--- src/rtl/prcs_pkg.sv ---
// What this block does
// - Rx diff and low enable: limit low at low rate
// - Rx diff off: all packets use low rate
// - Low rx enable switches low rx limiting
// - Rx diff and high enable: limit high rate
// - High enable, no diff, low enable: all low
// - Low rate exceeded flow control only if enabled
// - High flow control needs enable and rx diff
// - Tx diff: each class against own counter
// - Tx diff off: all use low counter
// - Low tx enable switches low egress limiting
// - High tx enable switches high egress limiting
// - Rate limits are 12-bit block counts
package prcs_pkg;
  localparam int NUM_PORTS = 5;
  localparam int RATE_W    = 12;
  // Bus address width, wide enough for four times the largest index
  localparam int AXI_ADDR_W = 10;

  // Word indices of the per-port control registers, byte address is four times
  localparam logic [7:0] PORT1_RATE_LIMIT_CTRL_IDX = 8'h1B;
  localparam logic [7:0] PORT2_RATE_LIMIT_CTRL_IDX = 8'h2B;
  localparam logic [7:0] PORT3_RATE_LIMIT_CTRL_IDX = 8'h3B;
  localparam logic [7:0] PORT4_RATE_LIMIT_CTRL_IDX = 8'h4B;
  localparam logic [7:0] PORT5_RATE_LIMIT_CTRL_IDX = 8'h5B;
  localparam logic [7:0] CTRL_RESET = 8'h00;
  localparam logic [1:0] RESP_OKAY   = 2'b00;
  localparam logic [1:0] RESP_SLVERR = 2'b10;

  // Field positions inside a control register
  localparam int BIT_RX_DIFF  = 7;
  localparam int BIT_RX_LO_EN = 6;
  localparam int BIT_RX_HI_EN = 5;
  localparam int BIT_RX_LO_FC = 4;
  localparam int BIT_RX_HI_FC = 3;
  localparam int BIT_TX_DIFF  = 2;
  localparam int BIT_TX_LO_EN = 1;
  localparam int BIT_TX_HI_EN = 0;

  // Per-port packet request from the classifier
  typedef struct packed {
    logic valid;
    logic high_prio;
  } prcs_pkt_t;

  // Per-port decision for one direction
  typedef struct packed {
    logic limit;
    logic use_high_rate;
  } prcs_sel_t;
endpackage

--- src/rtl/prcs_port_sel.sv ---
`timescale 1ns/10ps
module prcs_port_sel
  import prcs_pkg::*;
(
  input  wire logic                clk_sys_i,
  input  wire logic                srst_i,
  input  wire logic [7:0]          ctrl_i,
  input  prcs_pkg::prcs_pkt_t      rx_pkt_i,
  input  prcs_pkg::prcs_pkt_t      tx_pkt_i,
  input  wire logic                rx_lo_exceed_i,
  input  wire logic                rx_hi_exceed_i,
  output prcs_pkg::prcs_sel_t      rx_sel_o,
  output prcs_pkg::prcs_sel_t      tx_sel_o,
  output logic                     fc_req_o
);
  logic rx_diff;
  logic tx_diff;
  prcs_sel_t rx_nxt;
  prcs_sel_t tx_nxt;
  logic fc_nxt;

  assign rx_diff = ctrl_i[BIT_RX_DIFF];
  assign tx_diff = ctrl_i[BIT_TX_DIFF];

  // Receive selection by class and mode
  always_comb
  begin
    rx_nxt = '0;
    if (rx_pkt_i.valid)
    begin
      if (!rx_diff)
      begin
        rx_nxt.limit = ctrl_i[BIT_RX_LO_EN];
        rx_nxt.use_high_rate = 1'b0;
      end
      else if (rx_pkt_i.high_prio)
      begin
        rx_nxt.limit = ctrl_i[BIT_RX_HI_EN];
        rx_nxt.use_high_rate = 1'b1;
      end
      else
      begin
        rx_nxt.limit = ctrl_i[BIT_RX_LO_EN];
        rx_nxt.use_high_rate = 1'b0;
      end
    end
  end

  // Transmit selection by class and mode
  always_comb
  begin
    tx_nxt = '0;
    if (tx_pkt_i.valid)
    begin
      if (tx_diff && tx_pkt_i.high_prio)
      begin
        tx_nxt.limit = ctrl_i[BIT_TX_HI_EN];
        tx_nxt.use_high_rate = 1'b1;
      end
      else
      begin
        tx_nxt.limit = ctrl_i[BIT_TX_LO_EN];
        tx_nxt.use_high_rate = 1'b0;
      end
    end
  end

  // Rate-based flow control request
  always_comb
  begin
    fc_nxt = (rx_lo_exceed_i && ctrl_i[BIT_RX_LO_FC])
           | (rx_hi_exceed_i && ctrl_i[BIT_RX_HI_FC] && rx_diff);
  end

  // Registered outputs
  always_ff @(posedge clk_sys_i)
  begin
    if (srst_i)
    begin
      rx_sel_o <= '0;
      tx_sel_o <= '0;
      fc_req_o <= 1'b0;
    end
    else
    begin
      rx_sel_o <= rx_nxt;
      tx_sel_o <= tx_nxt;
      fc_req_o <= fc_nxt;
    end
  end

  // Flow control follows its enables one cycle later
  fc_gate_a: assert property (@(posedge clk_sys_i) disable iff (srst_i)
    ((!rx_lo_exceed_i || !ctrl_i[BIT_RX_LO_FC]) && !(rx_hi_exceed_i && ctrl_i[BIT_RX_HI_FC])) |=> !fc_req_o)
    else $error("flow control without an enabled cause");
  fc_lo_a: assert property (@(posedge clk_sys_i) disable iff (srst_i)
    (rx_lo_exceed_i && ctrl_i[BIT_RX_LO_FC]) |=> fc_req_o)
    else $error("low rate flow control missing");
  fc_hi_diff_a: assert property (@(posedge clk_sys_i) disable iff (srst_i)
    (rx_hi_exceed_i && !rx_lo_exceed_i && !rx_diff) |=> !fc_req_o)
    else $error("high flow control without diff mode");
  rx_nodiff_a: assert property (@(posedge clk_sys_i) disable iff (srst_i)
    (rx_pkt_i.valid && !rx_diff) |=> !rx_sel_o.use_high_rate)
    else $error("high rate used without rx diff");
  rx_hi_a: assert property (@(posedge clk_sys_i) disable iff (srst_i)
    (rx_pkt_i.valid && rx_diff && rx_pkt_i.high_prio) |=>
      rx_sel_o.use_high_rate && rx_sel_o.limit == $past(ctrl_i[BIT_RX_HI_EN]))
    else $error("rx high selection wrong");
  rx_lo_a: assert property (@(posedge clk_sys_i) disable iff (srst_i)
    (rx_pkt_i.valid && (!rx_diff || !rx_pkt_i.high_prio)) |=>
      rx_sel_o.limit == $past(ctrl_i[BIT_RX_LO_EN]))
    else $error("rx low limiting wrong");
  tx_hi_a: assert property (@(posedge clk_sys_i) disable iff (srst_i)
    (tx_pkt_i.valid && tx_diff && tx_pkt_i.high_prio) |=>
      tx_sel_o.use_high_rate && tx_sel_o.limit == $past(ctrl_i[BIT_TX_HI_EN]))
    else $error("tx high selection wrong");
  tx_lo_a: assert property (@(posedge clk_sys_i) disable iff (srst_i)
    (tx_pkt_i.valid && !(tx_diff && tx_pkt_i.high_prio)) |=>
      !tx_sel_o.use_high_rate && tx_sel_o.limit == $past(ctrl_i[BIT_TX_LO_EN]))
    else $error("tx low selection wrong");
  idle_a: assert property (@(posedge clk_sys_i) disable iff (srst_i)
    (!rx_pkt_i.valid && !tx_pkt_i.valid) |=> !rx_sel_o.limit && !tx_sel_o.limit)
    else $error("limit without packet");
endmodule

--- src/rtl/prcs_top.sv ---
// The AXI4-Lite slave port was left to the implementer.
`timescale 1ns/10ps
module prcs_top
  import prcs_pkg::*;
#(
  parameter int NPORT = prcs_pkg::NUM_PORTS
)
(
  input  wire logic                        clk_sys_i,
  input  wire logic                        srst_i,
  // AXI4-Lite slave
  input  wire logic [prcs_pkg::AXI_ADDR_W-1:0] s_axi_awaddr_i,
  input  wire logic                        s_axi_awvalid_i,
  output logic                             s_axi_awready_o,
  input  wire logic [31:0]                 s_axi_wdata_i,
  input  wire logic [3:0]                  s_axi_wstrb_i,
  input  wire logic                        s_axi_wvalid_i,
  output logic                             s_axi_wready_o,
  output logic [1:0]                       s_axi_bresp_o,
  output logic                             s_axi_bvalid_o,
  input  wire logic                        s_axi_bready_i,
  input  wire logic [prcs_pkg::AXI_ADDR_W-1:0] s_axi_araddr_i,
  input  wire logic                        s_axi_arvalid_i,
  output logic                             s_axi_arready_o,
  output logic [31:0]                      s_axi_rdata_o,
  output logic [1:0]                       s_axi_rresp_o,
  output logic                             s_axi_rvalid_o,
  input  wire logic                        s_axi_rready_i,
  // Frame path side, one entry per port
  input  prcs_pkg::prcs_pkt_t [NPORT-1:0]  rx_pkt_i,
  input  prcs_pkg::prcs_pkt_t [NPORT-1:0]  tx_pkt_i,
  input  wire logic [NPORT-1:0]            rx_lo_exceed_i,
  input  wire logic [NPORT-1:0]            rx_hi_exceed_i,
  output prcs_pkg::prcs_sel_t [NPORT-1:0]  rx_sel_o,
  output prcs_pkg::prcs_sel_t [NPORT-1:0]  tx_sel_o,
  output logic [NPORT-1:0]                 fc_req_o,
  output logic [NPORT-1:0][7:0]            ctrl_o
);
  // Byte address of each control word, four times its index
  localparam logic [AXI_ADDR_W-1:0] ADDR_TBL [5] = '{{PORT1_RATE_LIMIT_CTRL_IDX, 2'b00},
                                                     {PORT2_RATE_LIMIT_CTRL_IDX, 2'b00},
                                                     {PORT3_RATE_LIMIT_CTRL_IDX, 2'b00},
                                                     {PORT4_RATE_LIMIT_CTRL_IDX, 2'b00},
                                                     {PORT5_RATE_LIMIT_CTRL_IDX, 2'b00}};

  logic [NPORT-1:0][7:0] ctrl_r;
  logic [AXI_ADDR_W-1:0] aw_r;
  logic                  aw_have_r;
  logic [7:0]            wd_r;
  logic                  wd_strb_r;
  logic                  wd_have_r;
  logic                  do_write;
  logic [NPORT-1:0]      wsel;
  logic [NPORT-1:0]      rsel;
  logic                  w_hit;
  logic                  r_hit;
  logic [7:0]            rd_nxt;

  // Address decode for pending write and new read
  always_comb
  begin
    wsel = '0;
    rsel = '0;
    for (int p = 0; p < NPORT; p++)
    begin
      wsel[p] = (aw_r == ADDR_TBL[p]);
      rsel[p] = (s_axi_araddr_i == ADDR_TBL[p]);
    end
    w_hit = |wsel;
    r_hit = |rsel;
    rd_nxt = 8'h00;
    for (int p = 0; p < NPORT; p++)
      if (rsel[p])
        rd_nxt = ctrl_r[p];
  end

  assign do_write = aw_have_r && wd_have_r && !s_axi_bvalid_o;

  // Write address capture
  always_ff @(posedge clk_sys_i)
  begin
    if (srst_i)
    begin
      aw_have_r <= 1'b0;
      aw_r <= '0;
      s_axi_awready_o <= 1'b0;
    end
    else
    begin
      s_axi_awready_o <= !aw_have_r && !s_axi_awready_o && s_axi_awvalid_i;
      if (s_axi_awvalid_i && s_axi_awready_o)
      begin
        aw_have_r <= 1'b1;
        aw_r <= s_axi_awaddr_i;
      end
      else if (do_write)
        aw_have_r <= 1'b0;
    end
  end

  // Write data capture
  always_ff @(posedge clk_sys_i)
  begin
    if (srst_i)
    begin
      wd_have_r <= 1'b0;
      wd_r <= 8'h00;
      wd_strb_r <= 1'b0;
      s_axi_wready_o <= 1'b0;
    end
    else
    begin
      s_axi_wready_o <= !wd_have_r && !s_axi_wready_o && s_axi_wvalid_i;
      if (s_axi_wvalid_i && s_axi_wready_o)
      begin
        wd_have_r <= 1'b1;
        wd_r <= s_axi_wdata_i[7:0];
        wd_strb_r <= s_axi_wstrb_i[0];
      end
      else if (do_write)
        wd_have_r <= 1'b0;
    end
  end

  // Control registers, cleared by reset
  always_ff @(posedge clk_sys_i)
  begin
    if (srst_i)
      ctrl_r <= {NPORT{CTRL_RESET}};
    else if (do_write && wd_strb_r)
    begin
      for (int p = 0; p < NPORT; p++)
        if (wsel[p])
          ctrl_r[p] <= wd_r;
    end
  end

  // Write response
  always_ff @(posedge clk_sys_i)
  begin
    if (srst_i)
    begin
      s_axi_bvalid_o <= 1'b0;
      s_axi_bresp_o <= RESP_OKAY;
    end
    else if (do_write)
    begin
      s_axi_bvalid_o <= 1'b1;
      s_axi_bresp_o <= w_hit ? RESP_OKAY : RESP_SLVERR;
    end
    else if (s_axi_bready_i)
      s_axi_bvalid_o <= 1'b0;
  end

  // Read channel
  always_ff @(posedge clk_sys_i)
  begin
    if (srst_i)
    begin
      s_axi_arready_o <= 1'b0;
      s_axi_rvalid_o <= 1'b0;
      s_axi_rdata_o <= 32'h0000_0000;
      s_axi_rresp_o <= RESP_OKAY;
    end
    else
    begin
      s_axi_arready_o <= !s_axi_rvalid_o && !s_axi_arready_o && s_axi_arvalid_i;
      if (s_axi_arvalid_i && s_axi_arready_o)
      begin
        s_axi_rvalid_o <= 1'b1;
        s_axi_rdata_o <= {24'h00_0000, rd_nxt};
        s_axi_rresp_o <= r_hit ? RESP_OKAY : RESP_SLVERR;
      end
      else if (s_axi_rready_i)
        s_axi_rvalid_o <= 1'b0;
    end
  end

  // Control mirror toward rate counters
  always_ff @(posedge clk_sys_i)
  begin
    if (srst_i)
      ctrl_o <= {NPORT{CTRL_RESET}};
    else
      ctrl_o <= ctrl_r;
  end

  // One selector per port
  for (genvar g = 0; g < NPORT; g++)
  begin : g_port
    prcs_port_sel u_sel (
      .clk_sys_i      (clk_sys_i),
      .srst_i         (srst_i),
      .ctrl_i         (ctrl_r[g]),
      .rx_pkt_i       (rx_pkt_i[g]),
      .tx_pkt_i       (tx_pkt_i[g]),
      .rx_lo_exceed_i (rx_lo_exceed_i[g]),
      .rx_hi_exceed_i (rx_hi_exceed_i[g]),
      .rx_sel_o       (rx_sel_o[g]),
      .tx_sel_o       (tx_sel_o[g]),
      .fc_req_o       (fc_req_o[g])
    );
  end

  // Reset leaves every control bit cleared
  reset_clear_a: assert property (@(posedge clk_sys_i)
    srst_i |=> ctrl_r == '0)
    else $error("control not cleared by reset");
  // Write reaches the register the cycle after it is issued
  write_lands_a: assert property (@(posedge clk_sys_i) disable iff (srst_i)
    (do_write && wd_strb_r && wsel[0]) |=> ctrl_r[0] == $past(wd_r))
    else $error("write not stored");
  bresp_a: assert property (@(posedge clk_sys_i) disable iff (srst_i)
    do_write |=> s_axi_bvalid_o)
    else $error("no write response");
  // Unmapped or unstrobed write leaves every register alone
  wr_ignored_a: assert property (@(posedge clk_sys_i) disable iff (srst_i)
    (do_write && (!w_hit || !wd_strb_r)) |=> $stable(ctrl_r))
    else $error("ignored write changed a register");
  // Answers stand until the master takes them
  bvalid_hold_a: assert property (@(posedge clk_sys_i) disable iff (srst_i)
    (s_axi_bvalid_o && !s_axi_bready_i) |=> s_axi_bvalid_o && $stable(s_axi_bresp_o))
    else $error("write response dropped early");
  rvalid_hold_a: assert property (@(posedge clk_sys_i) disable iff (srst_i)
    (s_axi_rvalid_o && !s_axi_rready_i) |=> s_axi_rvalid_o && $stable(s_axi_rdata_o))
    else $error("read data dropped early");
  // Only the low byte of a read carries register bits
  rdata_upper_a: assert property (@(posedge clk_sys_i) disable iff (srst_i)
    s_axi_rvalid_o |-> s_axi_rdata_o[31:8] == 24'h00_0000)
    else $error("upper read bits set");
endmodule

--- config.mk ---
export PLATFORM = sky130hd
export DESIGN_NAME = prcs_top
export DESIGN_NICKNAME = d
export VERILOG_FILES = /design/src/rtl/prcs_pkg.sv /design/src/rtl/prcs_port_sel.sv /design/src/rtl/prcs_top.sv
export SDC_FILE = /design/constraint.sdc
export NUM_CORES = 1
export LEC_CHECK = 0
export BUFFER_PORTS_ARGS = -buffer_cell sky130_fd_sc_hd__buf_2
export CAP_MARGIN = 25
export CORE_MARGIN = 2
export CORE_UTILIZATION = 50
export CTS_BUF_LIST = sky130_fd_sc_hd__clkbuf_2 sky130_fd_sc_hd__clkbuf_4 sky130_fd_sc_hd__clkbuf_8
export DETAILED_ROUTE_END_ITERATION = 10
export PLACE_DENSITY = 0.81
export SKIP_CTS_REPAIR_TIMING = 1
export SLEW_MARGIN = 30
export SYNTH_ARGS = -nofsm -noshare
export SYNTH_HDL_FRONTEND = slang
export SYNTH_SLANG_ARGS = --single-unit
--- constraint.sdc ---
create_clock -name clk_sys_i -period 1.6 [get_ports clk_sys_i]
set_input_delay 0.24 -clock clk_sys_i [delete_from_list [all_inputs] [get_ports clk_sys_i]]
set_output_delay 0.24 -clock clk_sys_i [all_outputs]
set_load 0.02 [all_outputs]
==> qor.yml, run 1 <==
outcome: "complete, no violations"
powerDensity_nw_per_um2: 1140
grt_first_pass_wirelength_mm: 18.9
clkPwrFrac_pct: 46.8
num_rows: 37
synth_cell_type_count: 43
final_antenna_net_count: 0
worstSkewPairLatency_ns: 0.44
layout-drive-gt1-share_pct: 29.8
synth_top_family_by_area: "simple AND/OR/NAND/NOR gates"
ys_warn_count: 0
wl_mm: 12.1
setup_viol: 0
drt_iter0_drc: 221
synth_compound_area_share_pct: 11.3
end_kind: "register"
max-cap-violations: 0
comb_power_share_pct: 4.5
dp_hpwl_mm: 9.02
crit_start: "aw_have_r"
synthAdderAreaFrac_pct: 0
synth_edf_count: 0
fin_worst_skew_ns: 0.0126
r2r_start: "aw_have_r"
firstDrtPassIters: 5
post_drt_wl_per_cell_microns: 14.7
final_common_cell: "buf_2"
fmax_ghz: 0.696
cp_max_fo: 8
root_buffer: "clkbuf_8"
die_y_microns: 106
syn_area_sq_um: 5170
seq_power_share_pct: 48.6
coreArea_sq_um: 10200
power.switching_w: 0.00150
synthArstFlopShare_pct: 0
tightest_slew_ns: 0.733
rsz0062_at_grt: "no"
drc_errors: 0
gp_congestion: 0.870
min_period_ns: 1.44
cellInternalPower_w: 0.00580
ctsHtreeMaxLevel: 4
io_pins: 199
synthTopCellsByArea: "dfxtp_1 55%, nand2_1 6.8%, buf_4 4.9%, nor2b_1 4.7%, mux2i_1 4.5%"
place_ws_ns: -0.0484
cp_data_required_time_ns: 1.96
start_util_pct: 50.7
synthCells: 523
cts_tree: "built"
min-delay-path-class: "input port to register"
grt_usage_pct: 21.7
final_max_slew_viol_count: 0
clk_path_buf_depth: 2
numCtsBuffers: 17
worstSetupStartpointType: "register"
die_area_sq_um: 11200
grt_antenna_before_repair: 0
synth.area.mux_share_pct: 5.11
diodes: 0
fin_ws_ns: 0.163
finalCritPeriodShare_pct: 89.8
final_nets: 768
grt_max_degree: 26
ys.flop_type: "dfxtp_1"
synth-xor-area-share_pct: 0
syn2layout_area_growth_pct: 24.4
path_clk_slew_ns: 0.08
arrival_ns: 1.80
critPathKind: "register to register"
ir_worst_vdd_v: 0.000530
slew-limit-headroom_pct: 51.2
power_w: 0.00731
ys_ff_latch: 141
portBuffers: 145
grt-ovfl-total: 0
synthSimpleGateAreaFrac_pct: 22.1
hold_start: "rx_lo_exceed_i[1]"
avgSynthCellArea_sq_um: 9.88
final_cell_mix: "145 x buf_2, 141 x dfxtp_1, 94 x nand2_1, 39 x nor2b_1, 28 x o21ai_1"
vias: 4170
vias_per_cell: 5.06
synth_seq_area_share_pct: 54.6
synth_top_area_share_pct: 54.6
die_w_microns: 106
cts.sinks: 141
grt_pass1_vias: 3855
p_leak_nw: 2.97
synth_top_cell_by_area: "dfxtp_1"
hold_viol_final: 0
power.share.switching_pct: 20.6
==> synthesized netlist by cell type, types with 4 or more instances <==
cell type / count
a22o_1: 5
clkbuf_1: 9
nand2_1: 94
nor2b_1: 39
buf_2: 8
buf_4: 34
and3_1: 10
mux2i_1: 23
dfxtp_1: 141
o21ai_0: 17
o21ai_1: 28
nand2b_1: 11
a21oi_1: 25
nand4_1: 4
a32o_1: 8
nor3_1: 4
nor4b_1: 4
o22ai_1: 5
nor3b_1: 11
a22oi_1: 6
==> metal layers <==
metal  GRT usage (%)  wire (microns)  part of all wire (%)  vias up
li1                -               -                     -     2051
met1            26.3            5040                    42     1919
met2            35.9            5850                    48      177
met3            6.86             980                   8.1       23
met4            8.27             257                   2.1        0
met5               0               0                     0        -
==> sequential cells by signal (all words and copies together), names as in the netlist, 5 cells and up <==
signal / cells
ctrl_o: 40
ctrl_r: 40
aw_r: 10
g_port.u_sel.rx_sel_o: 10
g_port.u_sel.tx_sel_o: 10
s_axi_rdata_o: 8
wd_r: 8
g_port.u_sel.fc_req_o: 5
==> power by group through the flow <==
stage                     Clock [W]  Combinational, W  Sequential (W)
after floorplan                   0          0.000236         0.00364
after global placement            0          0.000320         0.00363
after detailed placement          0          0.000326         0.00363
after CTS                   0.00346          0.000328         0.00355
after global routing        0.00362          0.000359         0.00356
final                       0.00342          0.000331         0.00355
==> through the flow <==
| step | utilization (%) | hold slack [ns] | std cells | area, sq um | setup TNS [ns] |
|---|---|---|---|---|---|
| after floorplan | - | 0.342 | 548 | 5260 | 0 |
| after global placement | 58.3 | 0.435 | 792 | 5930 | 0 |
| after detailed placement | 58.3 | 0.442 | 792 | 5930 | -0.0484 |
| after CTS | 63.1 | 0.00488 | 824 | 6430 | 0 |
| after global routing | 63.1 | 0.00963 | 824 | 6430 | 0 |
| final | 63.1 | 0.0203 | 824 | 6430 | 0 |
==> critical path: stages, from the launching register on <==
cell and delay, ns:
dfxtp_1 0.38, and3b_1 0.33, and4_4 0.33, nand3b_4 0.15, o21ai_1 0.17
==> kinds of logic (layout without fill, tap and decap cells) <==
group | Yosys count | in the layout
simple gates | 201 | 201
mux | 26 | 26
compound gates | 98 | 98
other cells | 1 | 26
flops | 141 | 141
buf+inv | 56 | 196
==> layout make-up <==
type                       instances  area, sq um
tap                              136          170
inverter                           3         11.3
clock buffer                      21          283
sequential                       141         2820
fill                             869         3760
timing repair buffer             161          846
clock inverter                    11          211
multi-input combinational        351         2080
==> path summary, 6_finish.rpt <==
path / end / slack (ns) / cells after the start
setup / recovery: ctrl_r[13] / 0.16 / 4
hold / removal: g_port[1].u_sel.fc_req_o / 0.02 / 2
setup reg to reg: ctrl_r[13] / 0.16 / 4
hold reg to reg: aw_r[4] / 0.46 / 2
Power figures use the tool's default switching activity.
==> run 2: changes to the inputs <==
--- a/config.mk
+++ b/config.mk
@@ -11,7 +11,7 @@
 export CORE_UTILIZATION = 50
 export CTS_BUF_LIST = sky130_fd_sc_hd__clkbuf_2 sky130_fd_sc_hd__clkbuf_4 sky130_fd_sc_hd__clkbuf_8
 export DETAILED_ROUTE_END_ITERATION = 10
-export PLACE_DENSITY = 0.81
+export PLACE_DENSITY_LB_ADDON = 0.12
 export SKIP_CTS_REPAIR_TIMING = 1
 export SLEW_MARGIN = 30
 export SYNTH_ARGS = -nofsm -noshare
==> run 2 against run 1 <==
Net effect:
- first-iteration DRC count down 18%
- largest cell class unchanged
- clock power down 4%
- critical path depth unchanged
- final area about the same
- highest routed layer unchanged
- global-route usage down 0.29 points
- clock skew down 0.0055 ns
- critical path type unchanged
- combinational power about the same
- sequential power about the same
- non-clock buffer count down 2
- fmax down 1.1%
- via count down 3.0%
==> qor.yml, run 2 (synthesis gave the netlist of run 1 again) <==
outcome: "complete, no violations"  # unchanged
numCtsBuffers: 17  # unchanged
portBuffers: 145  # unchanged
tightest_slew_ns: 0.624  # was 0.733 ns
worstSetupStartpointType: "register"  # unchanged
slew-limit-headroom_pct: 58.4  # was 51.2%
hold_viol_final: 0  # unchanged
grt_antenna_before_repair: 0  # unchanged
dp_cells: 790  # was 792
grt_first_pass_wirelength_mm: 18.3  # was 18.9 mm
cp_data_required_time_ns: 1.92  # was 1.96 ns
regToRegEndpoint: "ctrl_r[1]"  # was ctrl_r[13]
whs_path_depth: 2  # unchanged
tns_ns: 0  # unchanged
wl_mm: 11.6  # was 12.1 mm
final_common_cell: "buf_2"  # unchanged
ctsHtreeMaxLevel: 4  # unchanged
die_y_microns: 106  # unchanged
fmax_ghz: 0.688  # was 0.696 GHz
die_w_microns: 106  # unchanged
vias: 4043  # was 4170
final_nets: 766  # was 768
cp_max_fo: 8  # unchanged
max-cap-violations: 0  # unchanged
final_cell_mix: "145 x buf_2, 141 x dfxtp_1, 94 x nand2_1, 39 x nor2b_1, 28 x o21ai_1"  # unchanged
vias_per_cell: 4.92  # was 5.06
firstDrtPassIters: 4  # was 5
grt_max_degree: 24  # was 26
final_antenna_net_count: 0  # unchanged
finalCritPeriodShare_pct: 90.8  # was 89.8%
diodes: 0  # unchanged
syn2layout_area_growth_pct: 24.3  # was 24.4%
grt-ovfl-total: 0  # unchanged
largestRegisters: "ctrl_o: 40 flops, ctrl_r: 40 flops"  # unchanged
drc_errors: 0  # unchanged
cts.sinks: 141  # unchanged
critPathKind: "register to register"  # unchanged
gp_congestion: 0.831  # was 0.870
root_buffer: "clkbuf_8"  # unchanged
fin_worst_skew_ns: 0.00704  # was 0.0126 ns
die_area_sq_um: 11200  # unchanged
post_drt_wl_per_cell_microns: 14.1  # was 14.7 microns
worstSkewPairLatency_ns: 0.44  # about the same
hold_path_end: "g_port[3].u_sel.fc_req_o"  # was g_port[1].u_sel.fc_req_o
cts_tree: "built"  # unchanged
end_kind: "register"  # unchanged
min-delay-path-class: "input port to register"  # unchanged
grt_pass1_vias: 3707  # was 3855
powerDensity_nw_per_um2: 1120  # was 1140 nW/um^2
final_max_slew_viol_count: 0  # unchanged
drt_iter0_drc: 181  # was 221
final_util_pct: 63.1  # about the same
instances_no_fill: 822  # was 824
r2r_slack_ns: 0.15  # was 0.16 ns
p_leak_nw: 2.96  # was 2.97 nW
num_rows: 37  # unchanged
hold_start: "rx_lo_exceed_i[3]"  # was rx_lo_exceed_i[1]
ir_worst_vdd_v: 0.000555  # was 0.000530 V
clk_path_buf_depth: 2  # unchanged
path_clk_slew_ns: 0.07  # was 0.08 ns
min_period_ns: 1.45  # was 1.44 ns
coreArea_sq_um: 10200  # unchanged
ff2ff_path_depth: 4  # unchanged
rsz0062_at_grt: "no"  # unchanged
io_pins: 199  # unchanged
start_util_pct: 50.7  # unchanged
grt_usage_pct: 21.4  # was 21.7%
dp_hpwl_mm: 8.80  # was 9.02 mm
r2r_start: "aw_r[2]"  # was aw_have_r
setup_viol: 0  # unchanged
layout-drive-gt1-share_pct: 29.7  # was 29.8%
arrival_ns: 1.78  # was 1.80 ns
run 2: cell types whose count changed in the layout (fill, tap and decap cells not counted):
cell / delta
nand4_4: +1
bufinv_16: -1
clkinv_2: -1
buf_4: -3
nand4_2: -1
and3b_1: -1
buf_12: +1
and3b_2: +1
clkbuf_8: +1
clkinvlp_4: +1
run 2: routing by layer:
metal,wire (microns),vias up,GRT usage (%),share of wire (%)
met2,5580,145,34.4,48
met3,821,13,6.80,7.1
met4,206,0,8.65,1.8
met5,0,-,0,0
li1,-,2050,-,-
met1,5000,1835,26.6,43
run 2: per-stage QoR:
| step | hold WS, ns | power, W | instance area [sq um] | worst slack, ns |
|---|---|---|---|---|
| after global routing | 0.00191 | 0.00745 | 6420 | 0.00379 |
| after detailed placement | 0.444 | 0.00397 | 5930 | 0.0393 |
| after CTS | -0.0155 | 0.00727 | 6410 | 0.0277 |
| final | 0.0109 | 0.00719 | 6420 | 0.147 |
| after floorplan | 0.342 | 0.00387 | 5260 | 0.200 |
| after global placement | 0.438 | 0.00396 | 5930 | 0.105 |
run 2: area by class of cell:
cell class	instances	area, sq um
sequential	141	2820
timing repair buffer	159	843
clock inverter	10	184
tap	136	170
inverter	3	11.3
multi-input combinational	351	2090
fill	910	3760
clock buffer	22	297
run 2: worst max path at each step:
stage / from / to / depth (start not counted)
final: aw_r[2] / ctrl_r[1] / 4
after global routing: aw_r[0] / ctrl_r[11] / 4
after CTS: wd_have_r / ctrl_r[39] / 4
after detailed placement: s_axi_araddr_i[1] / s_axi_rresp_o[1] / 5
after global placement: s_axi_araddr_i[1] / s_axi_rresp_o[1] / 5
after floorplan: s_axi_bvalid_o / ctrl_r[27] / 6
run 2: worst max-delay path, cell delays in order (launching register included):
cell	delay, ns
dfxtp_1	0.34
nor3b_4	0.36
nand4_1	0.38
nand2_1	0.18
o21ai_1	0.07
run 2: report_power, final:
| group | total, W | internal, W | leakage [nW] | switching, W |
|---|---|---|---|---|
| registers | 0.00355 | 0.00353 | 1.14 | 0.0000218 |
| clock network | 0.00330 | 0.00204 | 0.238 | 0.00126 |
| logic | 0.000332 | 0.000126 | 1.58 | 0.000205 |
